===== src/hdl/sfr_pkg.sv =====
package sfr_pkg;

    localparam int ADDR_W = 4;
    localparam int DATA_W = 8;
    localparam int SERIAL_N = 4;

    // Byte offsets inside the lowest special function range
    localparam logic [ADDR_W-1:0] OFS_SYS_EN  = 4'h0;
    localparam logic [ADDR_W-1:0] OFS_SER_EN  = 4'h1;
    localparam logic [ADDR_W-1:0] OFS_SYS_FLG = 4'h2;
    localparam logic [ADDR_W-1:0] OFS_SER_FLG = 4'h3;

    // Bit positions, first enable and first flag register
    localparam int B_FLASH_VIOL = 5;
    localparam int B_PIN_NMI    = 4;
    localparam int B_EXT_RST    = 3;
    localparam int B_POWER_ON   = 2;
    localparam int B_OSC        = 1;
    localparam int B_WDOG       = 0;

    // Bit positions, serial enable and flag register
    localparam int B_SA_RX = 0;
    localparam int B_SA_TX = 1;
    localparam int B_SB_RX = 2;
    localparam int B_SB_TX = 3;

    // Present bits
    localparam logic [DATA_W-1:0] SYS_EN_MASK  = 8'h33;
    localparam logic [DATA_W-1:0] SER_EN_MASK  = 8'h0F;
    localparam logic [DATA_W-1:0] SYS_FLG_MASK = 8'h1F;
    localparam logic [DATA_W-1:0] SER_FLG_MASK = 8'h0F;
    localparam logic [DATA_W-1:0] RX_MASK   = 8'h05;
    localparam logic [DATA_W-1:0] TX_MASK   = 8'h0A;

    // Reset values
    localparam logic [DATA_W-1:0] SYS_EN_RST       = 8'h00;
    localparam logic [DATA_W-1:0] SER_EN_RST       = 8'h00;
    localparam logic [DATA_W-1:0] SYS_FLG_POR      = 8'h06;
    localparam logic [DATA_W-1:0] SYS_FLG_CLR_BITS = 8'h12;
    localparam logic [DATA_W-1:0] SYS_FLG_CLR_VAL  = 8'h02;
    localparam logic [DATA_W-1:0] SER_FLG_RST      = 8'h0A;
    localparam logic [DATA_W-1:0] ZERO_BYTE     = 8'h00;
    localparam logic [DATA_W-1:0] ONE_BIT       = 8'h01;

    typedef struct packed {
        logic flash_violation_flag;
        logic osc_fault;
        logic wdog_overflow;
        logic key_violation;
    } sys_evt_t;

    typedef struct packed {
        logic sys_nmi;
        logic wdog;
        logic serial_rx;
        logic serial_tx;
    } irq_t;

    typedef struct packed {
        logic [ADDR_W-1:0] addr;
        logic              wr_en;
        logic              rd_en;
        logic [DATA_W-1:0] wdata;
    } sfr_req_t;

    function automatic logic [DATA_W-1:0] bit_at(input int pos, input logic v);
        bit_at = v ? (ONE_BIT << pos) : ZERO_BYTE;
    endfunction

endpackage


===== src/hdl/sfr_bank.sv =====
// Behaviour
// - Unassigned bit positions hold no storage
// - Power-up-clear bits forced to listed value unless a flag set coincides
// - POR-type bits forced only by power-on
// - Enable bits at lowest byte addresses
// - Enable one: flash, NMI, oscillator, watchdog
// - Watchdog enable acts only in interval mode
// - Enable two: serial B/A transmit, receive
// - Pin NMI event sets bit four
// - Pin reset sets bit three, power-on clears it, power-up clear keeps it
// - Power-on flag set by supply power-up
// - Oscillator fault sets bit one, resets one
// - Watchdog flag: overflow, key; pin reset clears
// - Flag two: serial B/A transmit, receive
// - Enable blocks system NMI, global cannot
`timescale 1ns/1ns
module sfr_bank (
    input  wire logic             clk_sys,
    input  wire logic             rst,
    input  wire logic             power_up_clear,
    input  sfr_pkg::sfr_req_t     req,
    output logic [7:0]            rdata,
    input  wire logic             rst_nmi_pin_n,
    input  wire logic             nmi_pin_mode,
    input  wire logic             wdog_interval_mode,
    input  sfr_pkg::sys_evt_t     evt,
    input  wire logic [3:0]       serial_set,
    input  wire logic             gie,
    output sfr_pkg::irq_t         irq
);
    logic [7:0]         sys_en_r;
    logic [7:0]         ser_en_r;
    logic [7:0]         sys_flg_r;
    logic [7:0]         ser_flg_r;
    logic [7:0]         rdata_r;
    sfr_pkg::irq_t      irq_r;
    logic [7:0]         sys_en_nxt;
    logic [7:0]         ser_en_nxt;
    logic [7:0]         sys_flg_nxt;
    logic [7:0]         ser_flg_nxt;
    logic [7:0]         rdata_nxt;
    sfr_pkg::irq_t      irq_nxt;

    wire                pin_fall;

    pin_sync3 u_pin_sync (
        .clk_sys (clk_sys),
        .rst     (rst),
        .pin_in  (rst_nmi_pin_n),
        .level   (),
        .fall    (pin_fall)
    );

    // Address decode
    wire hit_sys_en  = (req.addr == sfr_pkg::OFS_SYS_EN);
    wire hit_ser_en  = (req.addr == sfr_pkg::OFS_SER_EN);
    wire hit_sys_flg = (req.addr == sfr_pkg::OFS_SYS_FLG);
    wire hit_ser_flg = (req.addr == sfr_pkg::OFS_SER_FLG);
    wire wr_ok       = req.wr_en && !power_up_clear;
    wire wr_sys_en   = wr_ok && hit_sys_en;
    wire wr_ser_en   = wr_ok && hit_ser_en;
    wire wr_sys_flg  = wr_ok && hit_sys_flg;
    wire wr_ser_flg  = wr_ok && hit_ser_flg;

    // Pin events by function of the shared pin, one cycle per fall
    wire pin_edge    = pin_fall;
    wire nmi_evt     = pin_edge && nmi_pin_mode;
    wire ext_rst_evt = pin_edge && !nmi_pin_mode;
    wire wdog_set    = evt.wdog_overflow || evt.key_violation;

    // Enable registers, absent bits never stored
    assign sys_en_nxt = power_up_clear ? sfr_pkg::SYS_EN_RST :
                        wr_sys_en ? (req.wdata & sfr_pkg::SYS_EN_MASK) :
                        sys_en_r;
    assign ser_en_nxt = power_up_clear ? sfr_pkg::SER_EN_RST :
                        wr_ser_en ? (req.wdata & sfr_pkg::SER_EN_MASK) :
                        ser_en_r;

    // First flag register: software value, clears, then sets win
    wire [7:0] sys_flg_sw  = wr_sys_flg ? (req.wdata & sfr_pkg::SYS_FLG_MASK) : sys_flg_r;
    wire [7:0] sys_flg_pwr = power_up_clear ?
                             ((sys_flg_sw & ~sfr_pkg::SYS_FLG_CLR_BITS) | sfr_pkg::SYS_FLG_CLR_VAL) :
                             sys_flg_sw;
    wire [7:0] sys_flg_clr = sfr_pkg::bit_at(sfr_pkg::B_WDOG, ext_rst_evt);
    wire [7:0] sys_flg_set = sfr_pkg::bit_at(sfr_pkg::B_PIN_NMI, nmi_evt)
                           | sfr_pkg::bit_at(sfr_pkg::B_EXT_RST, ext_rst_evt)
                           | sfr_pkg::bit_at(sfr_pkg::B_OSC, evt.osc_fault)
                           | sfr_pkg::bit_at(sfr_pkg::B_WDOG, wdog_set);
    assign sys_flg_nxt = (sys_flg_pwr & ~sys_flg_clr) | sys_flg_set;

    // Serial flags, one slice per bit
    genvar g;
    generate
        for (g = 0; g < sfr_pkg::SERIAL_N; g++) begin : g_serial
            wire sw_v  = wr_ser_flg ? req.wdata[g] : ser_flg_r[g];
            wire pwr_v = power_up_clear ? sfr_pkg::SER_FLG_RST[g] : sw_v;
            assign ser_flg_nxt[g] = pwr_v || serial_set[g];
        end
    endgenerate
    assign ser_flg_nxt[7:sfr_pkg::SERIAL_N] = '0;

    // Readback, absent bits read zero
    assign rdata_nxt = !req.rd_en ? rdata_r :
                       hit_sys_en  ? sys_en_r :
                       hit_ser_en  ? ser_en_r :
                       hit_sys_flg ? sys_flg_r :
                       hit_ser_flg ? ser_flg_r :
                       sfr_pkg::ZERO_BYTE;

    // Requests: flag and enable both set
    wire nmi_src  = (sys_flg_r[sfr_pkg::B_PIN_NMI] && sys_en_r[sfr_pkg::B_PIN_NMI])
                 || (sys_flg_r[sfr_pkg::B_OSC] && sys_en_r[sfr_pkg::B_OSC])
                 || (evt.flash_violation_flag && sys_en_r[sfr_pkg::B_FLASH_VIOL]);
    wire wdog_src = wdog_interval_mode && gie
                 && sys_flg_r[sfr_pkg::B_WDOG] && sys_en_r[sfr_pkg::B_WDOG];
    wire rx_src   = gie && |(ser_flg_r & ser_en_r & sfr_pkg::RX_MASK);
    wire tx_src   = gie && |(ser_flg_r & ser_en_r & sfr_pkg::TX_MASK);

    assign irq_nxt.sys_nmi   = nmi_src;
    assign irq_nxt.wdog      = wdog_src;
    assign irq_nxt.serial_rx = rx_src;
    assign irq_nxt.serial_tx = tx_src;

    always_ff @(posedge clk_sys or posedge rst) begin
        if (rst) begin
            sys_en_r <= sfr_pkg::SYS_EN_RST;
            ser_en_r <= sfr_pkg::SER_EN_RST;
            sys_flg_r <= sfr_pkg::SYS_FLG_POR;
            ser_flg_r <= sfr_pkg::SER_FLG_RST;
            rdata_r <= sfr_pkg::ZERO_BYTE;
            irq_r <= '0;
        end else begin
            sys_en_r <= sys_en_nxt;
            ser_en_r <= ser_en_nxt;
            sys_flg_r <= sys_flg_nxt;
            ser_flg_r <= ser_flg_nxt;
            rdata_r <= rdata_nxt;
            irq_r <= irq_nxt;
        end
    end

    assign rdata = rdata_r;
    assign irq   = irq_r;

    // Checks
    chk_absent_bits: assert property (
        @(posedge clk_sys) disable iff (rst)
        ((sys_en_r & ~sfr_pkg::SYS_EN_MASK) == 8'h00)
        && ((ser_en_r & ~sfr_pkg::SER_EN_MASK) == 8'h00)
        && ((sys_flg_r & ~sfr_pkg::SYS_FLG_MASK) == 8'h00) && (ser_flg_r[7:4] == 4'h0))
        else $error("absent bit holds a value");

    chk_pwr_clr_forces: assert property (
        @(posedge clk_sys) disable iff (rst)
        power_up_clear && !evt.osc_fault && (serial_set == 4'h0)
        |=> (sys_en_r == 8'h00) && (ser_en_r == 8'h00) && (ser_flg_r == sfr_pkg::SER_FLG_RST)
            && sys_flg_r[sfr_pkg::B_OSC])
        else $error("power-up clear did not force its bits");

    chk_por_bits_kept: assert property (
        @(posedge clk_sys) disable iff (rst)
        power_up_clear && !ext_rst_evt && !wdog_set
        |=> sys_flg_r[3:2] == $past(sys_flg_r[3:2]) && sys_flg_r[0] == $past(sys_flg_r[0]))
        else $error("power-up clear touched a power-on bit");

    chk_read_map: assert property (
        @(posedge clk_sys) disable iff (rst)
        req.rd_en && hit_sys_en |=> rdata == $past(sys_en_r))
        else $error("read of first enable register wrong");

    chk_enable_write: assert property (
        @(posedge clk_sys) disable iff (rst)
        wr_sys_en |=> sys_en_r == ($past(req.wdata) & sfr_pkg::SYS_EN_MASK))
        else $error("first enable register write lost");

    chk_wdog_gate: assert property (
        @(posedge clk_sys) disable iff (rst)
        !wdog_interval_mode |=> !irq.wdog)
        else $error("watchdog request outside interval mode");

    chk_nmi_flag_set: assert property (
        @(posedge clk_sys) disable iff (rst)
        nmi_evt |=> sys_flg_r[sfr_pkg::B_PIN_NMI])
        else $error("pin NMI event not flagged");

    chk_ext_reset_set: assert property (
        @(posedge clk_sys) disable iff (rst)
        ext_rst_evt && !wdog_set
        |=> sys_flg_r[sfr_pkg::B_EXT_RST] && !sys_flg_r[sfr_pkg::B_WDOG])
        else $error("pin reset not flagged");

    chk_osc_set: assert property (
        @(posedge clk_sys) disable iff (rst)
        evt.osc_fault |=> sys_flg_r[sfr_pkg::B_OSC])
        else $error("oscillator fault not flagged");

    chk_wdog_set: assert property (
        @(posedge clk_sys) disable iff (rst)
        wdog_set |=> sys_flg_r[sfr_pkg::B_WDOG])
        else $error("watchdog event not flagged");

    chk_serial_set: assert property (
        @(posedge clk_sys) disable iff (rst)
        serial_set != 4'h0 |=> (ser_flg_r[3:0] & $past(serial_set)) == $past(serial_set))
        else $error("serial event lost");

    chk_nmi_no_gie: assert property (
        @(posedge clk_sys) disable iff (rst)
        !gie && sys_flg_r[sfr_pkg::B_OSC] && sys_en_r[sfr_pkg::B_OSC] |=> irq.sys_nmi)
        else $error("global enable blocked a system NMI");

    chk_req_needs_both: assert property (
        @(posedge clk_sys) disable iff (rst)
        irq.serial_rx |-> $past((ser_flg_r & ser_en_r & sfr_pkg::RX_MASK) != 8'h00))
        else $error("receive request without flag and enable");
endmodule


===== src/hdl/pin_sync3.sv =====
`timescale 1ns/1ns
module pin_sync3 (
    input  wire logic clk_sys,
    input  wire logic rst,
    input  wire logic pin_in,
    output logic      level,
    output logic      fall
);
    logic s1_r;
    logic s2_r;
    logic s3_r;
    logic level_r;
    wire  agree = (s2_r == s3_r);

    always_ff @(posedge clk_sys or posedge rst) begin
        if (rst) begin
            s1_r    <= 1'b1;
            s2_r    <= 1'b1;
            s3_r    <= 1'b1;
            level_r <= 1'b1;
        end else begin
            s1_r <= pin_in;
            s2_r <= s1_r;
            s3_r <= s2_r;
            if (agree) begin
                level_r <= s3_r;
            end
        end
    end

    // Change counts once the second and third stages agree
    assign level = level_r;
    assign fall  = agree && level_r && !s3_r;
endmodule


===== config.mk =====
export PLATFORM = sky130hd
export DESIGN_NAME = sfr_bank
export DESIGN_NICKNAME = d
export VERILOG_FILES = /design/src/hdl/sfr_pkg.sv /design/src/hdl/sfr_bank.sv /design/src/hdl/pin_sync3.sv
export SDC_FILE = /design/constraint.sdc
export NUM_CORES = 1
export LEC_CHECK = 0
export BUFFER_PORTS_ARGS = -buffer_cell sky130_fd_sc_hd__buf_4
export CAP_MARGIN = 20
export CORE_ASPECT_RATIO = 1.4
export CORE_UTILIZATION = 30
export DETAILED_ROUTE_END_ITERATION = 6
export PLACE_DENSITY = 0.6
export SLEW_MARGIN = 30
export SYNTH_ARGS = -nofsm -noshare
export SYNTH_HDL_FRONTEND = slang
export SYNTH_HIERARCHICAL = 1
export SYNTH_SLANG_ARGS = --single-unit

===== constraint.sdc =====
create_clock -name clk_sys -period 3.4 [get_ports clk_sys]
set_input_delay 0.68 -clock clk_sys [delete_from_list [all_inputs] [get_ports clk_sys]]
set_output_delay 0.68 -clock clk_sys [all_outputs]
set_load 0.1 [all_outputs]

==> flow_metrics.py <==
metrics = {
    "floorplan": {
        "core_sq_um": 4640,
        "die_height_um": 85.0,
        "die_w_um": 61.3,
        "fp.dieArea_sq_um": 5210,
        "io_pins": 41,
        "rows": 29,
        "start_util": 0.318,
    },
    "sta": {
        "hold_violations": 0,
        "fmax_mhz": 572,
        "min_period_ns": 1.75,
        "setup_tns_ns": 0,
        "slew_headroom": 0.541,
        "min_period_over_period": 0.515,
        "worst_pin_slew_ns": 0.684,
        "slew_violations": 0,
        "rsz0062_at_grt": "false",
        "setup_viol": 0,
        "skew_ns": 0.00740,
    },
    "pwr": {
        "p_leak_uw": 0.000863,
        "ir_drop_mv": 0.259,
        "finalPower_uw": 816,
        "power_density_nw_per_um2": 433,
    },
    "outcome": {
        "status": "finished, final reports clean",
    },
    "cts": {
        "numCtsBuffers": 5,
        "postCtsHoldBufs": 0,
        "cts_buffer_depth": 2,
        "cts_tree": "done",
        "cts_root_buffer": "clkbuf_8",
        "post_cts_buffers": 0,
        "htree_levels": 2,
        "clk_transition_reported_paths_ns": 0.06,
        "ctsResizeCount": 0,
        "cts_sinks": 31,
        "clk_latency_ns": 0.28,
    },
    "detailed_routing": {
        "vias": 1209,
        "vias_per_cell": 5.08,
        "ant_nets": 0,
        "dr.first_iter.drc_count": 47,
        "dr.pass1.iters": 4,
        "drt-wirelength-per-cell_um": 15.1,
        "wl_um": 3590,
        "drt_drc_violations_left": 0,
    },
    "setup_path": {
        "path_max_fanout": 14,
        "rr_worst_depth": 4,
        "cp_data_required_time_ns": 3.55,
        "crit_slowest_cell": "nor4b_4",
        "critPathMaxStageDelay_ns": 0.50,
        "regToRegSetupSlack_ns": 2.15,
        "crit_chain": "buf_4, nor4b_4, nand3_1, mux2i_1",
        "endpoint_kind": "flop",
        "crit_type": "primary input to flop",
        "worstPathArrival_ns": 1.90,
        "cp-start-kind": "primary input",
    },
    "synthesis": {
        "synthFlopType": "dfrtp_1",
        "synth.area.top_cells": "dfrtp_1 (39%), dfstp_2 (14%), mux2_2 (5.3%)",
        "ys_seq_area_frac": 0.533,
        "syn_avg_cell_area_sq_um": 10.8,
        "yosysTopAreaCell": "dfrtp_1",
        "synthMostInstantiatedCell": "dfrtp_1",
        "ys_ff_latch": 31,
        "ys_async_sr_fraction": 1.00,
        "syn_inst": 137,
        "synth-edff-count": 0,
        "ys_warn_count": 6,
        "syn_area_sq_um": 1480,
        "netlist_top_cells_count": "dfrtp_1 (23), nand3_1 (12), inv_1 (9), nor2b_1 (9)",
        "synth_cell_types": 34,
        "synth_top_area_share": 0.390,
    },
    "global_route": {
        "antenna_found_initial": 0,
        "grt_pass1_vias": 1202,
        "track_usage": 0.152,
        "overflow": 0,
        "grt_pass1_wl_um": 5820,
        "grt_max_degree": 28,
    },
    "place": {
        "gp_congestion": 0.832,
        "hpwlAfterDp_um": 2730,
        "portBuffers": 36,
    },
    "finish": {
        "n_antenna_cell": 0,
        "fill_cells": 500,
        "fin_nets": 204,
        "drive_gt1_frac": 0.352,
        "area_growth_pct": 27.8,
    },
    "flow_run": {
        "max_cap_viol_count": 0,
    },
    "hold_path": {
        "hold_depth": 0,
        "hold_class": "flop to flop",
    },
}
worst max-delay path, delay by kind of cell:
kind | cells | cell delay (ns)
AND/OR/NAND/NOR | 2 | 0.83
multiplexers | 1 | 0.20
buffers and inverters | 1 | 0.17
placed cells by master (no fill, tap or decap):
cell type	Yosys	routed
nand4_1	1	1
nor2b_1	9	9
nor3_1	5	5
a22oi_1	5	5
a21o_1	2	2
mux2_2	7	7
or3_1	1	1
dfstp_2	8	8
nor3b_1	1	1
buf_4	2	36
mux2i_1	5	5
clkinv_2	0	1
conb_1	1	2
o22ai_1	2	2
nor4_1	1	1
a222oi_1	1	1
inv_2	0	1
and4_1	1	1
o221ai_1	4	4
nand2_1	3	3
a21oi_1	6	6
or4b_1	1	1
nor4b_4	1	1
nand3b_2	1	1
o211ai_1	1	1
clkbuf_1	2	1
nor2_1	5	5
nand3_1	12	12
a211oi_1	1	1
o21bai_1	1	1
o21ai_0	8	8
inv_1	9	8
maj3_2	1	1
nand2b_1	4	4
clkbuf_8	0	6
dfrtp_1	23	23
flip-flops by register name, indices dropped and copies added, names as in the netlist:
signal            flops
rdata                 6
sys_flg_r             5
irq                   4
ser_en_r              4
ser_flg_r             4
sys_en_r              4
u_pin_sync/level      1
u_pin_sync/s1_r       1
u_pin_sync/s2_r       1
u_pin_sync/s3_r       1
metrics by stage:
| step | cell area, sq um | hold WS, ns | cells | worst slack [ns] | utilization |
|---|---|---|---|---|---|
| finish | 1890 | 0.357 | 238 | 1.65 | 0.406 |
| detailed placement | 1790 | 0.347 | 230 | 1.36 | 0.386 |
| global route | 1890 | 0.363 | 238 | 1.56 | 0.406 |
| global placement | 1790 | 0.349 | 230 | 1.41 | 0.386 |
| CTS | 1890 | 0.359 | 238 | 1.67 | 0.406 |
| floorplan | 1480 | 0.345 | 138 | 1.74 | - |
report_power, final:
part / switching [uW] / internal [uW] / total [uW]
logic: 79.8 / 43.9 / 124
clock network: 132 / 163 / 295
registers: 9.23 / 388 / 397
total: 221 / 595 / 816
logic make-up (layout without fill, tap and decap cells):
family	Yosys count	count (layout)	synth area share
compound gates	31	31	0.137
fa+ha+maj	1	1	0.00763
buf+inv	15	53	0.0450
flops	31	31	0.533
mux	12	12	0.0874
other cells	1	2	0.00254
simple gates	46	46	0.187
routing by layer:
layer  wire length [um]  global-route usage  share of wire
met1               1420               0.180           0.40
met2               1850               0.248           0.52
met3                190              0.0366          0.053
met4                125              0.0785          0.035
met5                  0                   0              0
final timing paths:
| kind | end | from |
|---|---|---|
| worst max-delay path | ser_flg_r[0] | power_up_clear |
| worst min-delay path | u_pin_sync/s2_r | u_pin_sync/s1_r |
| worst max register to register | sys_flg_r[0] | u_pin_sync/level |
| worst min register to register | u_pin_sync/s2_r | u_pin_sync/s1_r |
| max in group asynchronous | ser_en_r[2] | rst |
| min in group asynchronous | rdata[3] | rst |
cell type report:
| type | instances | area (sq um) | area share |
|---|---|---|---|
| tap | 62 | 77.6 | 0.0411 |
| multi-input combinational | 92 | 627 | 0.332 |
| timing repair buffer | 36 | 270 | 0.143 |
| clock buffer | 7 | 86.3 | 0.0458 |
| sequential | 31 | 786 | 0.417 |
| clock inverter | 1 | 5.00 | 0.00265 |
| inverter | 9 | 33.8 | 0.0179 |
(Power assumes the default switching activity.)
